--- config.mk ---
export PLATFORM = sky130hd
export DESIGN_NAME = ocs_clock_source
export DESIGN_NICKNAME = d
export VERILOG_FILES = /design/src/design/ocs_pkg.sv /design/src/design/ocs_clock_source.sv
export SDC_FILE = /design/constraint.sdc
export NUM_CORES = 1
export LEC_CHECK = 0
export ABC_AREA = 1
export BUFFER_PORTS_ARGS = -buffer_cell sky130_fd_sc_hd__clkbuf_2
export CAP_MARGIN = 5
export CORE_MARGIN = 8
export CORE_UTILIZATION = 55
export DETAILED_ROUTE_END_ITERATION = 6
export GPL_ROUTABILITY_DRIVEN = 0
export PLACE_DENSITY = 0.9
export SYNTH_ARGS = -nofsm -noshare
export SYNTH_HDL_FRONTEND = slang
export SYNTH_SLANG_ARGS = --single-unit
--- constraint.sdc ---
create_clock -name clk_i -period 8.4 [get_ports clk_i]
set_clock_uncertainty 0.1 [all_clocks]
set_input_delay 0.84 -clock clk_i [delete_from_list [all_inputs] [get_ports clk_i]]
set_output_delay 0.84 -clock clk_i [all_outputs]
set_load 0.01 [all_outputs]
--- src/design/ocs_pkg.sv ---
package ocs_pkg;

    // register byte addresses on the bus
    localparam logic [3:0] ADDR_CONTROL = 4'h0;
    localparam logic [3:0] ADDR_TRIM    = 4'h4;
    localparam logic [3:0] ADDR_PINCFG  = 4'h8;

    // clock_source_control field positions
    localparam int SEL_HI  = 7;
    localparam int SEL_LO  = 6;
    localparam int IFS_HI  = 5;
    localparam int IFS_LO  = 4;
    localparam int XR_HI   = 3;
    localparam int XR_LO   = 2;
    localparam int REQ_BIT = 1;
    localparam int ENG_BIT = 0;
    localparam int OEN_BIT = 0;

    // clock source select encodings
    localparam logic [1:0] SEL_INTERNAL = 2'h0;
    localparam logic [1:0] SEL_EXT_CLK  = 2'h1;
    localparam logic [1:0] SEL_EXT_RC   = 2'h2;
    localparam logic [1:0] SEL_CRYSTAL  = 2'h3;

    // internal frequency select encodings
    localparam logic [1:0] IFS_4M0  = 2'h0;
    localparam logic [1:0] IFS_8M0  = 2'h1;
    localparam logic [1:0] IFS_12M8 = 2'h2;

    // crystal range encodings and amplifier one-hot enables
    localparam logic [1:0] XR_HIGH = 2'h0;
    localparam logic [1:0] XR_MID  = 2'h1;
    localparam logic [1:0] XR_LOW  = 2'h2;
    localparam logic [2:0] AMP_HIGH = 3'h1;
    localparam logic [2:0] AMP_MID  = 3'h2;
    localparam logic [2:0] AMP_LOW  = 3'h4;
    localparam logic [2:0] AMP_OFF  = 3'h0;

    // reset values
    localparam logic [7:0] CONTROL_RESET = 8'h00;
    localparam logic [7:0] TRIM_RESET    = 8'h80;
    localparam logic [7:0] TRIM_CENTRE   = 8'h80;

    // model of the internal oscillator: half periods in clk_i cycles, ratio 4.0 : 8.0 : 12.8
    localparam logic [7:0] HALF_4M0  = 8'h40;
    localparam logic [7:0] HALF_8M0  = 8'h20;
    localparam logic [7:0] HALF_12M8 = 8'h14;
    // one trim step is 1/512 of the untrimmed period, about 0.2 %
    localparam int TRIM_SHIFT = 9;

    // rising edges of the external clock seen before the switch
    localparam logic [1:0] EDGE_COUNT = 2'h2;

    typedef enum logic [2:0] {
        ST_INTERNAL = 3'b000,
        ST_EDGES    = 3'b001,
        ST_SWITCH   = 3'b010,
        ST_EXTERNAL = 3'b011,
        ST_BACK     = 3'b100
    } ocs_state_t;

    typedef struct packed {
        logic        cyc;
        logic        stb;
        logic        we;
        logic [3:0]  adr;
        logic [3:0]  sel;
        logic [31:0] dat;
    } ocs_wb_req_t;

    typedef struct packed {
        logic        ack;
        logic [31:0] dat;
    } ocs_wb_rsp_t;

    typedef struct packed {
        logic out;
        logic oe;
    } ocs_pin_t;

endpackage : ocs_pkg

--- src/design/ocs_clock_source.sv ---
`timescale 1ns/10ps
// Behaviour
// secondary pin: crystal inverts input pin; ext clock gpio; internal/RC enable picks gpio or quad clock.
// select field decodes 00 internal, 01 ext clock, 10 RC, 11 crystal.
// reset selects the internal oscillator as bus clock source.
// internal frequency field picks 4.0, 8.0 or 12.8 MHz; 11 reserved.
// wait mode leaves the oscillator and both bus clocks running.
// crystal range field enables the matching amplifier; 11 reserved.
// external request bit is read/write, reset clear, starts the switch.
// external request is ignored in monitor mode with internal oscillator bypassed.
// engaged flag reads 1 while external source drives clock, else 0.
// 8-bit trim changes period by about 0.2 % per step.
// trim acts relative to the selected internal frequency.
// software copies the factory trim into the trim register; no auto load.
// after request wait two external rising edges, switch, set engaged, stop internal.
// clearing select and request returns the bus clock to the internal oscillator.
// double bus clock is the quad bus clock divided by two.
// external clock mode forces the clock output enable bit clear.
// source switching is glitch free, no short clock pulse.
module ocs_clock_source
    import ocs_pkg::*;
(
    // clock, reset, enable
    input  wire logic        clk_i,
    input  wire logic        rst_i,
    input  wire logic        ce_i,
    // register bus
    input  wire ocs_wb_req_t wb_i,
    output ocs_wb_rsp_t      wb_o,
    // pins and chip strap
    input  wire logic        clock_input_pin_i,
    input  wire logic        monitor_bypass_i,
    input  wire logic        gpio_out_i,
    input  wire logic        gpio_oe_i,
    output ocs_pin_t         secondary_clock_pin_o,
    // clocks and oscillator controls
    output logic             quad_bus_clock_o,
    output logic             double_bus_clock_o,
    output logic             internal_osc_run_o,
    output logic             clock_input_enable_o,
    output logic [2:0]       crystal_amp_enable_o
);

    // half period of the modelled internal oscillator for the chosen frequency and trim
    function automatic logic [7:0] osc_half(input logic [1:0] ifs, input logic [7:0] trim);
        logic [7:0]         base;
        logic signed [8:0]  step;
        logic signed [17:0] prod;
        // the reserved frequency code runs at the reset frequency
        base = HALF_4M0;
        if (ifs == IFS_8M0)
            base = HALF_8M0;
        else if (ifs == IFS_12M8)
            base = HALF_12M8;
        // trim is offset binary around the centre code; a larger code gives a longer period
        step = $signed({1'b0, trim}) - $signed({1'b0, TRIM_CENTRE});
        prod = $signed({10'h000, base}) * 18'(step);
        osc_half = base + 8'(prod >>> TRIM_SHIFT);
    endfunction : osc_half

    // registers and state
    logic [1:0] sel_q;
    logic [1:0] ifs_q;
    logic [1:0] xr_q;
    logic       req_q;
    logic       oen_q;
    logic [7:0] trim_q;
    ocs_state_t state_q;
    ocs_state_t state_d;
    logic       src_ext_q;
    logic       engaged_q;
    logic [1:0] edges_q;
    logic       int_run_q;
    logic [7:0] int_cnt_q;
    logic       int_lvl_q;
    logic       quad_q;
    logic       dbl_q;
    logic       ack_q;
    logic [31:0] rdat_q;
    ocs_pin_t   pin_q;
    logic       mon_meta_q;
    logic       mon_q;
    logic       ext_meta_q;
    logic       ext_lvl_q;
    logic       ext_prev_q;

    // bus decode
    // only byte lane 0 carries register data, so sel[0] alone qualifies a write
    wire        bus_req     = wb_i.cyc & wb_i.stb & ~ack_q;
    wire        bus_wr      = bus_req & wb_i.we & wb_i.sel[0];
    wire        hit_control = (wb_i.adr == ADDR_CONTROL);
    wire        hit_trim    = (wb_i.adr == ADDR_TRIM);
    wire        hit_pincfg  = (wb_i.adr == ADDR_PINCFG);
    wire [7:0]  wbyte       = wb_i.dat[7:0];
    wire [1:0]  sel_wr      = wbyte[SEL_HI:SEL_LO];
    wire [7:0]  control_rd  = {sel_q, ifs_q, xr_q, req_q, engaged_q};
    wire [7:0]  rd_byte     = hit_control ? control_rd :
                              hit_trim    ? trim_q :
                              hit_pincfg  ? {7'h00, oen_q} : 8'h00;

    // switching conditions; monitor bypass masks the request
    wire        req_eff     = req_q & ~mon_q;
    wire        ext_rise    = ext_lvl_q & ~ext_prev_q;
    wire        int_done    = (int_cnt_q + 8'h01) >= osc_half(ifs_q, trim_q);
    wire        src_lvl     = src_ext_q ? ext_lvl_q : int_lvl_q;
    wire        quad_rise   = src_lvl & ~quad_q;
    // a switch only lands while the bus clock and both sources are low; quad_q
    // still takes the old source at the switching edge, so that one must be low too
    // engaging waits for a falling external edge, so the low phase that follows is
    // a full external half period and never a sliver of one
    wire        ext_fall    = ~ext_lvl_q & ext_prev_q;
    wire        ext_safe    = ~quad_q & ~int_lvl_q & ext_fall;
    // returning waits for a low external level; the restarted internal oscillator
    // begins with its low half, so the low phase is long on both sides
    // limitation: an external clock that stops high holds the return back for good
    wire        int_safe    = ~quad_q & ~ext_lvl_q & ~int_lvl_q & int_run_q;

    // secondary pin selection
    // in crystal mode the inverted synchronised pin stands in for the amplifier output
    wire        mode_xtal   = (sel_q == SEL_CRYSTAL);
    wire        mode_extclk = (sel_q == SEL_EXT_CLK);
    ocs_pin_t   pin_d;
    assign pin_d.out = mode_xtal   ? ~ext_lvl_q :
                       mode_extclk ? gpio_out_i :
                       oen_q       ? quad_q : gpio_out_i;
    assign pin_d.oe  = mode_xtal   ? 1'b1 :
                       mode_extclk ? gpio_oe_i :
                       oen_q       ? 1'b1 : gpio_oe_i;

    // amplifier enable for the crystal range
    // the reserved range code enables no amplifier rather than guess one
    wire [2:0]  amp_d = ~mode_xtal      ? AMP_OFF :
                        (xr_q == XR_HIGH) ? AMP_HIGH :
                        (xr_q == XR_MID)  ? AMP_MID :
                        (xr_q == XR_LOW)  ? AMP_LOW : AMP_OFF;

    // sequencer events shared by the next-state logic and the flag logic
    wire        edge_last   = ext_rise && (edges_q == EDGE_COUNT - 2'h1);
    wire        engage_now  = (state_q == ST_SWITCH) && (state_d == ST_EXTERNAL);
    wire        release_now = (state_q == ST_BACK) && (state_d == ST_INTERNAL);

    // engagement sequencer
    always_comb
    begin
        state_d = state_q;
        case (state_q)
            // a request masked by the bypass strap never leaves here
            ST_INTERNAL: if (req_eff) state_d = ST_EDGES;
            // count external rising edges; a dropped request aborts the attempt
            ST_EDGES:
            begin
                if (!req_eff)
                    state_d = ST_INTERNAL;
                else if (edge_last)
                    state_d = ST_SWITCH;
            end
            // wait for a safe moment to hand the bus clock to the pin
            ST_SWITCH:
            begin
                if (!req_eff)
                    state_d = ST_INTERNAL;
                else if (ext_safe)
                    state_d = ST_EXTERNAL;
            end
            // a cleared request starts the return
            ST_EXTERNAL: if (!req_eff) state_d = ST_BACK;
            // internal oscillator restarted; hand back once every clock is low
            ST_BACK:     if (int_safe) state_d = ST_INTERNAL;
            // an unused code falls back to the internal source
            default:     state_d = ST_INTERNAL;
        endcase
    end

    // synchronisers for the pin and the strap
    // logic reads only the second stage; ext_prev_q is a plain delay for edge detection
    always_ff @(posedge clk_i)
    begin
        if (rst_i)
        begin
            ext_meta_q <= 1'b0;
            ext_lvl_q  <= 1'b0;
            ext_prev_q <= 1'b0;
            mon_meta_q <= 1'b0;
            mon_q      <= 1'b0;
        end
        else if (ce_i)
        begin
            ext_meta_q <= clock_input_pin_i;
            ext_lvl_q  <= ext_meta_q;
            ext_prev_q <= ext_lvl_q;
            mon_meta_q <= monitor_bypass_i;
            mon_q      <= mon_meta_q;
        end
    end

    // register writes; hardware loads trim only at reset, with TRIM_RESET
    always_ff @(posedge clk_i)
    begin
        if (rst_i)
        begin
            {sel_q, ifs_q, xr_q, req_q} <= CONTROL_RESET[SEL_HI:REQ_BIT];
            trim_q <= TRIM_RESET;
            oen_q  <= 1'b0;
        end
        else if (ce_i)
        begin
            // the engaged bit in the write data is read-only and dropped
            if (bus_wr && hit_control)
            begin
                sel_q <= sel_wr;
                ifs_q <= wbyte[IFS_HI:IFS_LO];
                xr_q  <= wbyte[XR_HI:XR_LO];
                req_q <= wbyte[REQ_BIT];
            end
            if (bus_wr && hit_trim)
                trim_q <= wbyte;
            // the enable cannot hold while the pin belongs to an external clock
            if (mode_extclk || (bus_wr && hit_control && sel_wr == SEL_EXT_CLK))
                oen_q <= 1'b0;
            else if (bus_wr && hit_pincfg)
                oen_q <= wbyte[OEN_BIT];
        end
    end

    // wishbone answer one cycle after the strobe; unmapped reads return zero
    // a write lands on the taking edge, so the ack only confirms it
    always_ff @(posedge clk_i)
    begin
        if (rst_i)
        begin
            ack_q  <= 1'b0;
            rdat_q <= 32'h0000_0000;
        end
        else if (ce_i)
        begin
            ack_q  <= bus_req;
            rdat_q <= bus_req ? {24'h000000, rd_byte} : 32'h0000_0000;
        end
    end

    // sequencer state and engaged flag
    always_ff @(posedge clk_i)
    begin
        if (rst_i)
        begin
            state_q   <= ST_INTERNAL;
            src_ext_q <= 1'b0;
            engaged_q <= 1'b0;
            edges_q   <= 2'h0;
            int_run_q <= 1'b1;
        end
        else if (ce_i)
        begin
            state_q <= state_d;
            edges_q <= (state_q != ST_EDGES) ? 2'h0 : edges_q + {1'b0, ext_rise};
            if (engage_now)
            begin
                src_ext_q <= 1'b1;
                engaged_q <= 1'b1;
            end
            // internal oscillator stops one cycle after the engaged flag rises
            if (state_q == ST_EXTERNAL)
                int_run_q <= 1'b0;
            else
                int_run_q <= 1'b1;
            if (release_now)
            begin
                src_ext_q <= 1'b0;
                engaged_q <= 1'b0;
            end
        end
    end

    // internal oscillator model; no wait-mode input exists, so wait never stops it
    // a stopped oscillator parks low, so a restart begins with a full low half
    // shortening the half period mid-count ends that one half early
    always_ff @(posedge clk_i)
    begin
        if (rst_i)
        begin
            int_cnt_q <= 8'h00;
            int_lvl_q <= 1'b0;
        end
        else if (ce_i)
        begin
            if (!int_run_q)
            begin
                int_cnt_q <= 8'h00;
                int_lvl_q <= 1'b0;
            end
            else if (int_done)
            begin
                int_cnt_q <= 8'h00;
                int_lvl_q <= ~int_lvl_q;
            end
            else
                int_cnt_q <= int_cnt_q + 8'h01;
        end
    end

    // bus clocks and pin drive
    // the double clock moves only on a quad rising edge, so it cannot glitch
    always_ff @(posedge clk_i)
    begin
        if (rst_i)
        begin
            quad_q <= 1'b0;
            dbl_q  <= 1'b0;
            pin_q  <= '0;
        end
        else if (ce_i)
        begin
            quad_q <= src_lvl;
            if (quad_rise)
                dbl_q <= ~dbl_q;
            pin_q <= pin_d;
        end
    end

    // oscillator control outputs
    always_ff @(posedge clk_i)
    begin
        if (rst_i)
        begin
            clock_input_enable_o <= 1'b0;
            crystal_amp_enable_o <= AMP_OFF;
        end
        else if (ce_i)
        begin
            // the pin stays an input until the bus clock is back on the internal source
            clock_input_enable_o <= (sel_q != SEL_INTERNAL) | req_eff | src_ext_q;
            crystal_amp_enable_o <= amp_d;
        end
    end

    // every output comes straight from its flip-flop
    assign wb_o.ack              = ack_q;
    assign wb_o.dat              = rdat_q;
    assign quad_bus_clock_o      = quad_q;
    assign double_bus_clock_o    = dbl_q;
    assign internal_osc_run_o    = int_run_q;
    assign secondary_clock_pin_o = pin_q;

endmodule : ocs_clock_source

* Yosys cells after proc, flatten, opt, wreduce, memory -nomap -nowiden *
Cells that the tools add are included.

cells by class
  $add $sub $neg = 4
  multipliers = 1
  $lt $le $gt $ge = 1
  eq/ne operators = 17
  mux-type cells = 35
  bitwise gates (word level) = 22
  reduce and logical (&&, ||, !) cells = 21

operators by type and width
  cell                                                                count
  8-bit 2-to-1 mux                                                    6
  3-bit 2-to-1 mux                                                    11
  9-bit by 9-bit multiplier with 17-bit output                        1
  1-bit 2-to-1 mux                                                    15
  3-bit case mux with 5 select lines                                  1
  1-bit AND                                                           13
  2-bit AND reduction                                                 6
  2-bit by 1-bit == test with 1-bit output, second input constant     5
  3-bit by 2-bit == test with 1-bit output, second input constant     3
  8-bit by 8-bit subtractor with 9-bit output, second input constant  1
  8-bit by 1-bit adder with 8-bit output, second input constant       1
  8-bit adder                                                         1
  8-bit >= comparator                                                 1
  1-bit logical AND                                                   7
  7-bit 2-to-1 mux                                                    1
  1-bit inverter                                                      7
  2-bit == test, second input constant                                3
  3-bit zero test                                                     2
  2-bit nonzero test                                                  3
  4-bit by 3-bit == test with 1-bit output, second input constant     1
  4-bit == test, second input constant                                1
  4-bit zero test                                                     1
  3-bit by 1-bit == test with 1-bit output, second input constant     1
  3-bit == test, second input constant                                1
  7 further kinds                                                     8

word-level totals
  flip-flop bits (word level) = 78
  input port bits = 50
  output and inout port bits = 42
  word-level logic and storage cells = 126

* Logic depth before layout (Yosys ltp) *
Gate-level depths: netlist of run 1.

  word-level depth = 10
  mapped depth = 36

* Least setup slack after synthesis of run 1 *
OpenSTA, ideal clock, no wires.

  path kind = register to register
  start = register ifs_q[0]
  end = register int_lvl_q
  setup time = 0.113 ns
  arrival = 6.246 ns
  data required time = 8.187 ns
  path slack = 1.942 ns
  stages on the path, launching flop included = 36
  buffers on the path = 1
  period minus slack after synthesis = 6.458 ns
  path through = dfxtp_1 inv_1 ha_1 clkbuf_1 nand2_1 inv_1 fa_1 inv_1 fa_1 fa_1 inv_1 fa_1 ha_1 inv_1 fa_1 nand3b_1 nand2_1 nand2_1 nand2_1 a21oi_1 xnor2_1 ha_1 nand2_1 inv_1 a221oi_1 nand2_1 nand2_1 nand2_1 ha_1 a21o_1 nor2_1 nand4_4 nand2_1 nand2_1 nand2_1 nor2_1

on the way
  word-level cells in the longest chain between the ends = 8

RTL lines
  what                                                           RTL line                 RTL
  start: declaration                                             ocs_clock_source.sv:63   logic [1:0] ifs_q;
  start signal: assignment                                       ocs_clock_source.sv:201  {sel_q, ifs_q, xr_q, req_q} <= CONTROL_RESET[SEL_HI:REQ_BIT];
  start signal: assignment                                       ocs_clock_source.sv:211  ifs_q <= wbyte[IFS_HI:IFS_LO];
  2-bit == test                                                  ocs_clock_source.sv:53   else if (ifs == IFS_12M8)
  7-bit 2-to-1 mux                                               ocs_clock_source.sv:53
  8-bit 2-to-1 mux (*)                                           ocs_clock_source.sv:51   if (ifs == IFS_8M0)
  9-bit by 9-bit multiplier with 17-bit output                   ocs_clock_source.sv:57   prod = $signed({10'h000, base}) * 18'(step);
  8-bit adder (*)                                                ocs_clock_source.sv:58   osc_half = base + 8'(prod >>> TRIM_SHIFT);
  8-bit >= comparator (*)                                        ocs_clock_source.sv:104  wire int_done = (int_cnt_q + 8'h01) >= osc_half(ifs_q, trim_q);
  2-bit by 1-bit != test with 1-bit output (no source line) (*)  n/a
  2-bit AND reduction (no source line) (*)                       n/a
  end signal: assignment                                         ocs_clock_source.sv:294  int_lvl_q <= ~int_lvl_q;
  end: declaration                                               ocs_clock_source.sv:75   logic int_lvl_q;

Mark *: on every way between the ends. The rest lies on a longest branch, timed or not.
A chain may end at the register's enable or synchronous reset.

* Worst setup path after layout of run 1 *
Ends and elaborated chain as after synthesis.

==> results of run 1 <==
[registers in the layout, summed over array words and instances, names as in the netlist, 2 cells and up]
register               cells
int_cnt_q                  8
rdat_q                     8
trim_q                     8
crystal_amp_enable_o       3
state_q                    3
edges_q                    2
ifs_q                      2
secondary_clock_pin_o      2
sel_q                      2
xr_q                       2
[how the worst min path moves through the flow]
stage	start	to	slack, ns	cells after the start
6_report	rdat_q[4]	rdat_q[4]	0.37	2
5_1_grt	rdat_q[4]	rdat_q[4]	0.39	2
4_1_cts	rdat_q[4]	rdat_q[4]	0.37	2
3_5_place_dp	rdat_q[4]	rdat_q[4]	0.36	2
3_3_place_gp	rdat_q[4]	rdat_q[4]	0.35	2
2_1_floorplan	mon_meta_q	mon_q	0.35	2
[cell type report]
cell class | instances | area share [%]
clock buffer | 5 | 1.45
clock inverter | 3 | 0.947
inverter | 107 | 8.44
multi-input combinational | 444 | 59.5
sequential | 54 | 22.7
tap | 105 | 2.76
timing repair buffer | 40 | 4.21
[worst min-delay path: cells and delay by family, from the launching register on]
kind	cells	cell delay, ns
AO/OA/AOI/OAI	1	0.05
flip-flops	1	0.32
AND/OR/NAND/NOR	1	0.06
[Yosys cell counts (all sizes together)]
master | number | area share (%)
dfxtp | 54 | 24
o21ai | 31 | 3.4
nor2 | 73 | 6.5
xor2 | 9 | 1.7
o21a | 4 | 0.67
conb | 1 | 0.083
xnor2 | 8 | 1.6
o211ai | 2 | 0.33
nand3b | 5 | 1.1
nor3 | 7 | 0.89
a211oi | 1 | 0.17
buf | 34 | 5.3
ha | 60 | 17
nand3 | 19 | 2.4
and3 | 1 | 0.14
a21oi | 41 | 4.6
nand4 | 6 | 1.2
nand2 | 120 | 10
o22ai | 8 | 1.1
a31oi | 1 | 0.14
a32oi | 1 | 0.19
clkbuf | 8 | 0.67
and2 | 1 | 0.14
a21o | 1 | 0.17
inv | 107 | 8.9
or2 | 1 | 0.14
fa | 15 | 6.7
o221ai | 1 | 0.19
dlymetal6s4s | 1 | 0.28
a221oi | 1 | 0.19
o2111ai | 2 | 0.39
[report_power, final]
group | switching, mW | total, mW | internal, mW
combinational | 0.0363 | 0.0542 | 0.0180
clock | 0.0851 | 0.174 | 0.0887
sequential | 0.00487 | 0.266 | 0.261
[logic make-up (layout without fill, tap and decap cells)]
group	count (synthesis)	after routing	share of synthesized area (%)
adders and majority gates	75	75	23.3
AOI/OAI and AO/OA	94	94	11.6
xor gates and xnor gates	17	17	3.30
and+or+nand+nor	233	233	22.5
buffers and inverters	150	155	15.2
other	1	25	0.0832
DFF	54	54	24.0
[per-layer routing]
layer  track usage, %  part of all wire, %  vias up
met2             30.6                   50      118
li1                 -                    -     1985
met4             5.03                  1.5        0
met5                0                    0        -
met3             2.42                  5.6       18
met1             18.7                   43     1814
==> impl_summary.txt, run 1 <==
----------------------------------------------------
[Clocking]
  CTS Hold Bufs ... 0
  # clock sinks ... 54
  Number of H-tree levels ... 2
  Setup fix buffers added after clock tree synthesis ... 0
  Root buffer cell ... sky130_fd_sc_hd__clkbuf_8
  Insertion delay of the later-clocked pin in the worst-skew pair ... 0.31 ns
  Largest buffer count on any clock path ... 2
  Post_cts resized ... 0
  Total clock buffers created by CTS ... 5
  Clock-pin slew reported for the worst setup and hold paths after clock tree synthesis ... ~0.1 ns
  CTS tree ... yes

[Setup path]
  Critical path startpoint category ... flop
  Worst Setup SP ... ifs_q[0]
  CP Buf/Inv Count ... 6
  Reg2Reg Capture Point ... int_lvl_q
  Worst Path Max Fanout ... 11
  Reg-to-reg slack, setup ... between 1 and 1.5 ns
  Stages on worst setup path ... 34
  Number of cells on the worst reg-to-reg path ... 34
  Crit path largest cell delay ... about 0.54 ns
  CP Data Required Time ... around 8.5 ns
  Most frequent CP cell ... sky130_fd_sc_hd__nand2_1
  Worst setup endpoint ... int_lvl_q
  Worst EP arrival ... 7.09 ns
  Crit-path slowest cell ... sky130_fd_sc_hd__fa_1
  Type of the worst setup path ... reg2reg
  Setup crit end kind ... flop
  Dominant delay contributor by cell family on the critical path ... adder cells
  Start of the worst register-to-register path ... ifs_q[0]

[Place]
  Instance count after placement with tap cells included ... between 700 and 800
  Count of input and output buffers ... 40
  Total cell area at the placement stage ... 4640 sq um
  HPWL reported at the end of detailed placement ... ~7500 um
  Pre-CTS setup slack ... roughly 1.4 ns

[Die]
  Height of the die ... approximately 110 um
  Cell row count ... 33
  Core region area ... slightly above 8000 sq um
  Area of the die ... about 11000 sq um
  Die width ... around 110 um
  Boundary Pins ... between 90 and 100
  Initial core utilization ... about 56%

[Cells and area]
  Number of antenna cells inserted ... 0
  Proportion of layout cells with a drive suffix above 1 ... about a tenth
  Non-filler instance count after layout ... ~760
  Layout-stage area growth over the synthesis result ... 5.61%
  Register cell area after layout ... between 1000 and 1500 sq um
  Highest-count cells in the layout ignoring fill and taps ... sky130_fd_sc_hd__nand2_1 (120), sky130_fd_sc_hd__inv_1 (104), sky130_fd_sc_hd__nor2_1 (69)
  Nets ... about 800
  Most common library cell in the layout ignoring fill and taps ... sky130_fd_sc_hd__nand2_1
  Area taken by multi-input logic gates ... 2830 sq um
  # fillers ... 711
  Final Cell Area ... roughly 4800 sq um
  Post-route core utilization ... 58.8%

[STA]
  Final Hold Violating Endpoints ... 0
  Final Max Tran Viols ... 0
  Endpoints failing setup ... 0
  Final period util ... 83.2%
  TNS Setup ... 0 ns
  Least-Margin Pin Slew ... about 0.83 ns
  Max frequency ... around 140 MHz
  Normalized max-slew margin ... between 40 and 50%
  Final WS setup ... ~1.4 ns
  Worst hold margin ... approximately 0.37 ns
  Final min period ... 6.99 ns
  Unrepaired setup endpoints after global routing ... no

[Power]
  Peak supply drop ... around 0.00011 V
  Total power of the final layout ... 494 uW
  Leakage dissipation ... roughly 2.6 nW
  Power per unit of standard cell area ... ~100 nW/um^2

[Routing]
  Average detailed-routed wire length per instance ... approximately 12 um
  Count of antenna-violating nets left after detailed routing ... 0
  Mean number of vias per cell ... a little over 5
  Number of DRC violations after detailed-routing iteration 0 ... 190
  Initial DRT Pass Iterations ... 4
  Total wire length after detailed routing ... between 9000 and 10000 um
  Total vias in the final route ... 3935
  Drc violations ... 0

[Global route]
  Wire length of the first global-routing pass ... 15900 um
  Maximum number of pins on one net before global-route repair ... 43
  All-layer global routing usage ... 16.4%
  Via count of the first global-routing pass ... around 3800
  Initial antenna violation count ... 0
  Sum of overflow across all layers after global routing ... 0

[Synthesis]
  Number of standard cells after synthesis ... between 600 and 700
  Sequential-to-total area share from yosys stat ... between 20% and 30%
  Warnings from Yosys ... 0
  Count of state elements after synthesis ... 54
  Synthesized area divided by synthesized cell count ... around 7.2 sq um
  Area of the mapped netlist ... between 4000 and 5000 sq um
  Number of distinct library cells after synthesis ... between 40 and 50

[Job]
  Max-cap violation count ... 0

[Min path]
  Kind of path behind the tightest hold check ... reg2reg

[Run status]
  Status ... finished, final reports clean

----------------------------------------------------
Note: power is estimated with default switching activity, not from simulation.
==> run 2: changes to the inputs <==
ABC_AREA = 0   (was 1)
clock period = 6.7 ns   (was 8.4 ns; I/O delays follow)
==> impl_summary.txt, run 2 <==
----------------------------------------------------
[Die]
  Die width ... 104 um (-2.0%)
  Boundary Pins ... 92 (unchanged)
  Cell row count ... 32 (-3.0%)
  Core region area ... 7650 sq um (-5.5%)
  Height of the die ... 104 um (-2.0%)
  Area of the die ... 10900 sq um (-3.9%)
  Initial core utilization ... 56.2% (+0.53 points)

[Cells and area]
  Area taken by multi-input logic gates ... 3070 sq um (+8.5%)
  Layout-stage area growth over the synthesis result ... 15.5%
  Register cell area after layout ... 1080 sq um (+0.23%)
  Nets ... 674 (-13%)
  # fillers ... 560 (-21%)
  Proportion of layout cells with a drive suffix above 1 ... 20.0% (+11 points)
  Most common library cell in the layout ignoring fill and taps ... sky130_fd_sc_hd__nor2_1
  Highest-count cells in the layout ignoring fill and taps ... sky130_fd_sc_hd__nor2_1 (59), sky130_fd_sc_hd__dfxtp_1 (52), sky130_fd_sc_hd__ha_1 (51)
  Largest registers ... int_cnt_q (8), rdat_q (8), trim_q (8)
  Non-filler instance count after layout ... 652 (-14%)
  Number of antenna cells inserted ... 0 (unchanged)

[Synthesis]
  Sequential-to-total area share from yosys stat ... 25.2% (+1.2 points)
  Leading cell type by number of instances after synthesis ... sky130_fd_sc_hd__nor2_1
  Yosys top cell by area ... sky130_fd_sc_hd__dfxtp_1
  Biggest area contributors in the synthesized netlist ... sky130_fd_sc_hd__dfxtp_1 (25%), sky130_fd_sc_hd__ha_1 (17%), sky130_fd_sc_hd__fa_1 (7.0%)
  Number of distinct library cells after synthesis ... 55 (+31%)
  Most frequent cells after synthesis ... sky130_fd_sc_hd__nor2_1 (61), sky130_fd_sc_hd__ha_1 (60), sky130_fd_sc_hd__dfxtp_1 (54)
  Count of state elements after synthesis ... 54 (unchanged)
  Main flop type after synthesis ... sky130_fd_sc_hd__dfxtp_1
  Area of the mapped netlist ... 4300 sq um (-4.6%)
  Warnings from Yosys ... 0 (unchanged)
  Synthesized area divided by synthesized cell count ... 8.77 sq um (+21%)
  Share of async-settable or async-resettable flops after synthesis ... 0% (unchanged)
  Area fraction of the dominant cell type after synthesis ... 25.2% (+1.2 points)
  EDFF count, synth ... 0 (unchanged)
  Number of standard cells after synthesis ... 490 (-21%)

[Clocking]
  CTS tree ... yes
  CTS Hold Bufs ... 0 (unchanged)
  Root buffer cell ... sky130_fd_sc_hd__clkbuf_8
  Clock-pin slew reported for the worst setup and hold paths after clock tree synthesis ... 0.10 ns (about the same)
  Total clock buffers created by CTS ... 5 (unchanged)
  Number of H-tree levels ... 2 (unchanged)
  # clock sinks ... 54 (unchanged)
  Largest buffer count on any clock path ... 2 (unchanged)
  Insertion delay of the later-clocked pin in the worst-skew pair ... 0.31 ns (about the same)

[Routing]
  Drc violations ... 0 (unchanged)
  Average detailed-routed wire length per instance ... 15.9 um (+28%)
  Number of DRC violations after detailed-routing iteration 0 ... 195 (+2.6%)
  Count of antenna-violating nets left after detailed routing ... 0 (unchanged)
  Initial DRT Pass Iterations ... 4 (unchanged)
  Mean number of vias per cell ... 5.56 (+7.2%)
  Total vias in the final route ... 3627 (-7.8%)
  Total wire length after detailed routing ... 10400 um (+10%)

[Global route]
  Sum of overflow across all layers after global routing ... 0 (unchanged)
  Initial antenna violation count ... 0 (unchanged)
  Via count of the first global-routing pass ... 3690 (-2.4%)
  Wire length of the first global-routing pass ... 16200 um (+1.9%)
  Maximum number of pins on one net before global-route repair ... 50 (+16%)
  All-layer global routing usage ... 17.1% (+0.74 points)

[Place]
  Instance count after placement with tap cells included ... 635 (-15%)
  HPWL reported at the end of detailed placement ... 7280 um (-2.9%)
  Count of input and output buffers ... 40 (unchanged)

[STA]
  Max frequency ... 153 MHz (+7.1%)
  Worst hold margin ... 0.399 ns (+0.0272 ns)
  Least-Margin Pin Slew ... 0.984 ns (+0.150 ns)
  Final period util ... 97.4% (+14 points)
  Final Hold Violating Endpoints ... 0 (unchanged)
  Final Max Tran Viols ... 0 (unchanged)
  Final min period ... 6.52 ns (-0.461 ns)
  Endpoints failing setup ... 0 (unchanged)
  Normalized max-slew margin ... 34.4% (-10 points)

[Min path]
  Kind of path behind the tightest hold check ... reg2reg
  Destination of the worst hold path ... ack_q
  Hold path start ... ack_q
  Depth of the worst hold-timing path ... 2 (unchanged)

[Setup path]
  Reg2Reg Capture Point ... int_cnt_q[2]
  Start of the worst register-to-register path ... ifs_q[0]
  Type of the worst setup path ... reg2reg
  Crit path largest cell delay ... 0.52 ns (-0.02 ns)
  Number of cells on the worst reg-to-reg path ... 27 (-21%)
  Stages on worst setup path ... 27 (-21%)
  CP Data Required Time ... 6.80 ns (-1.71 ns)
  Dominant delay contributor by cell family on the critical path ... adder cells
  Setup crit end kind ... flop
  CP Buf/Inv Count ... 5 (-1)
  Reg-to-reg slack, setup ... 0.18 ns (-1.24 ns)
  Worst EP arrival ... 6.63 ns (-0.46 ns)
  Worst Path Max Fanout ... 6 (-5)
  Crit-path slowest cell ... sky130_fd_sc_hd__fa_1
  Critical path startpoint category ... flop

[Power]
  Power per unit of standard cell area ... 132 nW/um^2 (+27%)
  Peak supply drop ... 0.000167 V (+45%)
  Leakage dissipation ... 2.43 nW (-6.1%)
  Total power of the final layout ... 657 uW (+33%)

[Run status]
  Status ... finished, final reports clean

[Job]
  Max-cap violation count ... 0 (unchanged)

----------------------------------------------------
-- run 2: changes by cell type in the layout (fill, tap and decap cells not counted), sizes merged, moves of 5 or more --
| cell | before | now |
|---|---|---|
| nor2 | 73 | 63 |
| a21oi | 41 | 23 |
| buf | 0 | 25 |
| nand3 | 19 | 10 |
| mux2i | 0 | 30 |
| a21o | 1 | 6 |
| and2 | 1 | 22 |
| nand3b | 5 | 0 |
| nor2b | 0 | 8 |
| nand4 | 6 | 1 |
| inv | 107 | 38 |
| nand2 | 120 | 24 |
| o21ai | 31 | 10 |
| nand2b | 0 | 10 |
-- run 2: kinds of logic after synthesis --
| group | Yosys count | synth area share [%] |
|---|---|---|
| adders and majority gates | 75 | 24.5 |
| xor gates and xnor gates | 19 | 3.87 |
| DFF | 54 | 25.2 |
| muxes | 31 | 7.25 |
| buffers and inverters | 76 | 9.00 |
| AOI/OAI and AO/OA | 71 | 11.0 |
| other | 1 | 0.0873 |
| and+or+nand+nor | 163 | 19.2 |
-- run 2: area by class of cell --
cell class                      instances  area share (%)
Tap cell                              102            2.57
Inverter                               39            2.95
Clock inverter                          2            1.21
Sequential cell                        54            21.8
Timing Repair Buffer                   65            7.89
Clock buffer                            6            1.66
Multi-Input combinational cell        384            61.9
-- run 2: metal layers --
layer / part of all wire, % / global-route usage (%) / routed length [um]
met4: 3.0 / 5.38 / 315
met1: 39 / 19.1 / 4100
met2: 52 / 31.3 / 5390
met5: 0 / 0 / 0
met3: 5.7 / 3.90 / 588
-- run 2: worst min-delay path: stages, from the launching register on --
cell                      delay, ns
sky130_fd_sc_hd__dfxtp_1       0.33
sky130_fd_sc_hd__nand2_1       0.06
sky130_fd_sc_hd__a21oi_1       0.06
-- run 2: how the worst max path moves through the flow --
stage | from | endpoint | slack [ns]
floorplan | ifs_q[0] | int_cnt_q[2] | 0.03
global placement | ifs_q[0] | int_cnt_q[4] | -0.11
detailed placement | ifs_q[0] | int_cnt_q[1] | -0.38
CTS | ifs_q[0] | int_cnt_q[1] | 0.0009
global route | ifs_q[0] | int_cnt_q[5] | -0.05
finish | ifs_q[0] | int_cnt_q[2] | 0.18
-- run 2: per-stage QoR --
step	area [sq um]	setup TNS [ns]	worst slack, ns	util, %
detailed placement	4600	-2.60	-0.377	60.2
global route	4960	-0.232	-0.0453	64.9
finish	4960	0	0.175	64.9
floorplan	4390	0	0.0301	-
CTS	4800	0	0.000901	62.7
global placement	4600	-0.511	-0.106	60.2
-- run 2: power breakdown --
part           switching [mW]  total, mW  leakage (nW)  internal, mW
Sequential            0.00449      0.330         0.438         0.326
Clock                   0.109      0.268        0.0714         0.159
Combinational          0.0371     0.0583          1.92        0.0212
Total                   0.151      0.657          2.43         0.506
-- run 2: what timing repair did --
| item | CTS | global route |
|---|---|---|
| resized for setup | 6 | 24 |
| pin swaps | 9 | 27 |
| gates cloned | 0 | 0 |
| buffers inserted | 4 | 5 |
| setup endpoints to repair | 9 | 9 |
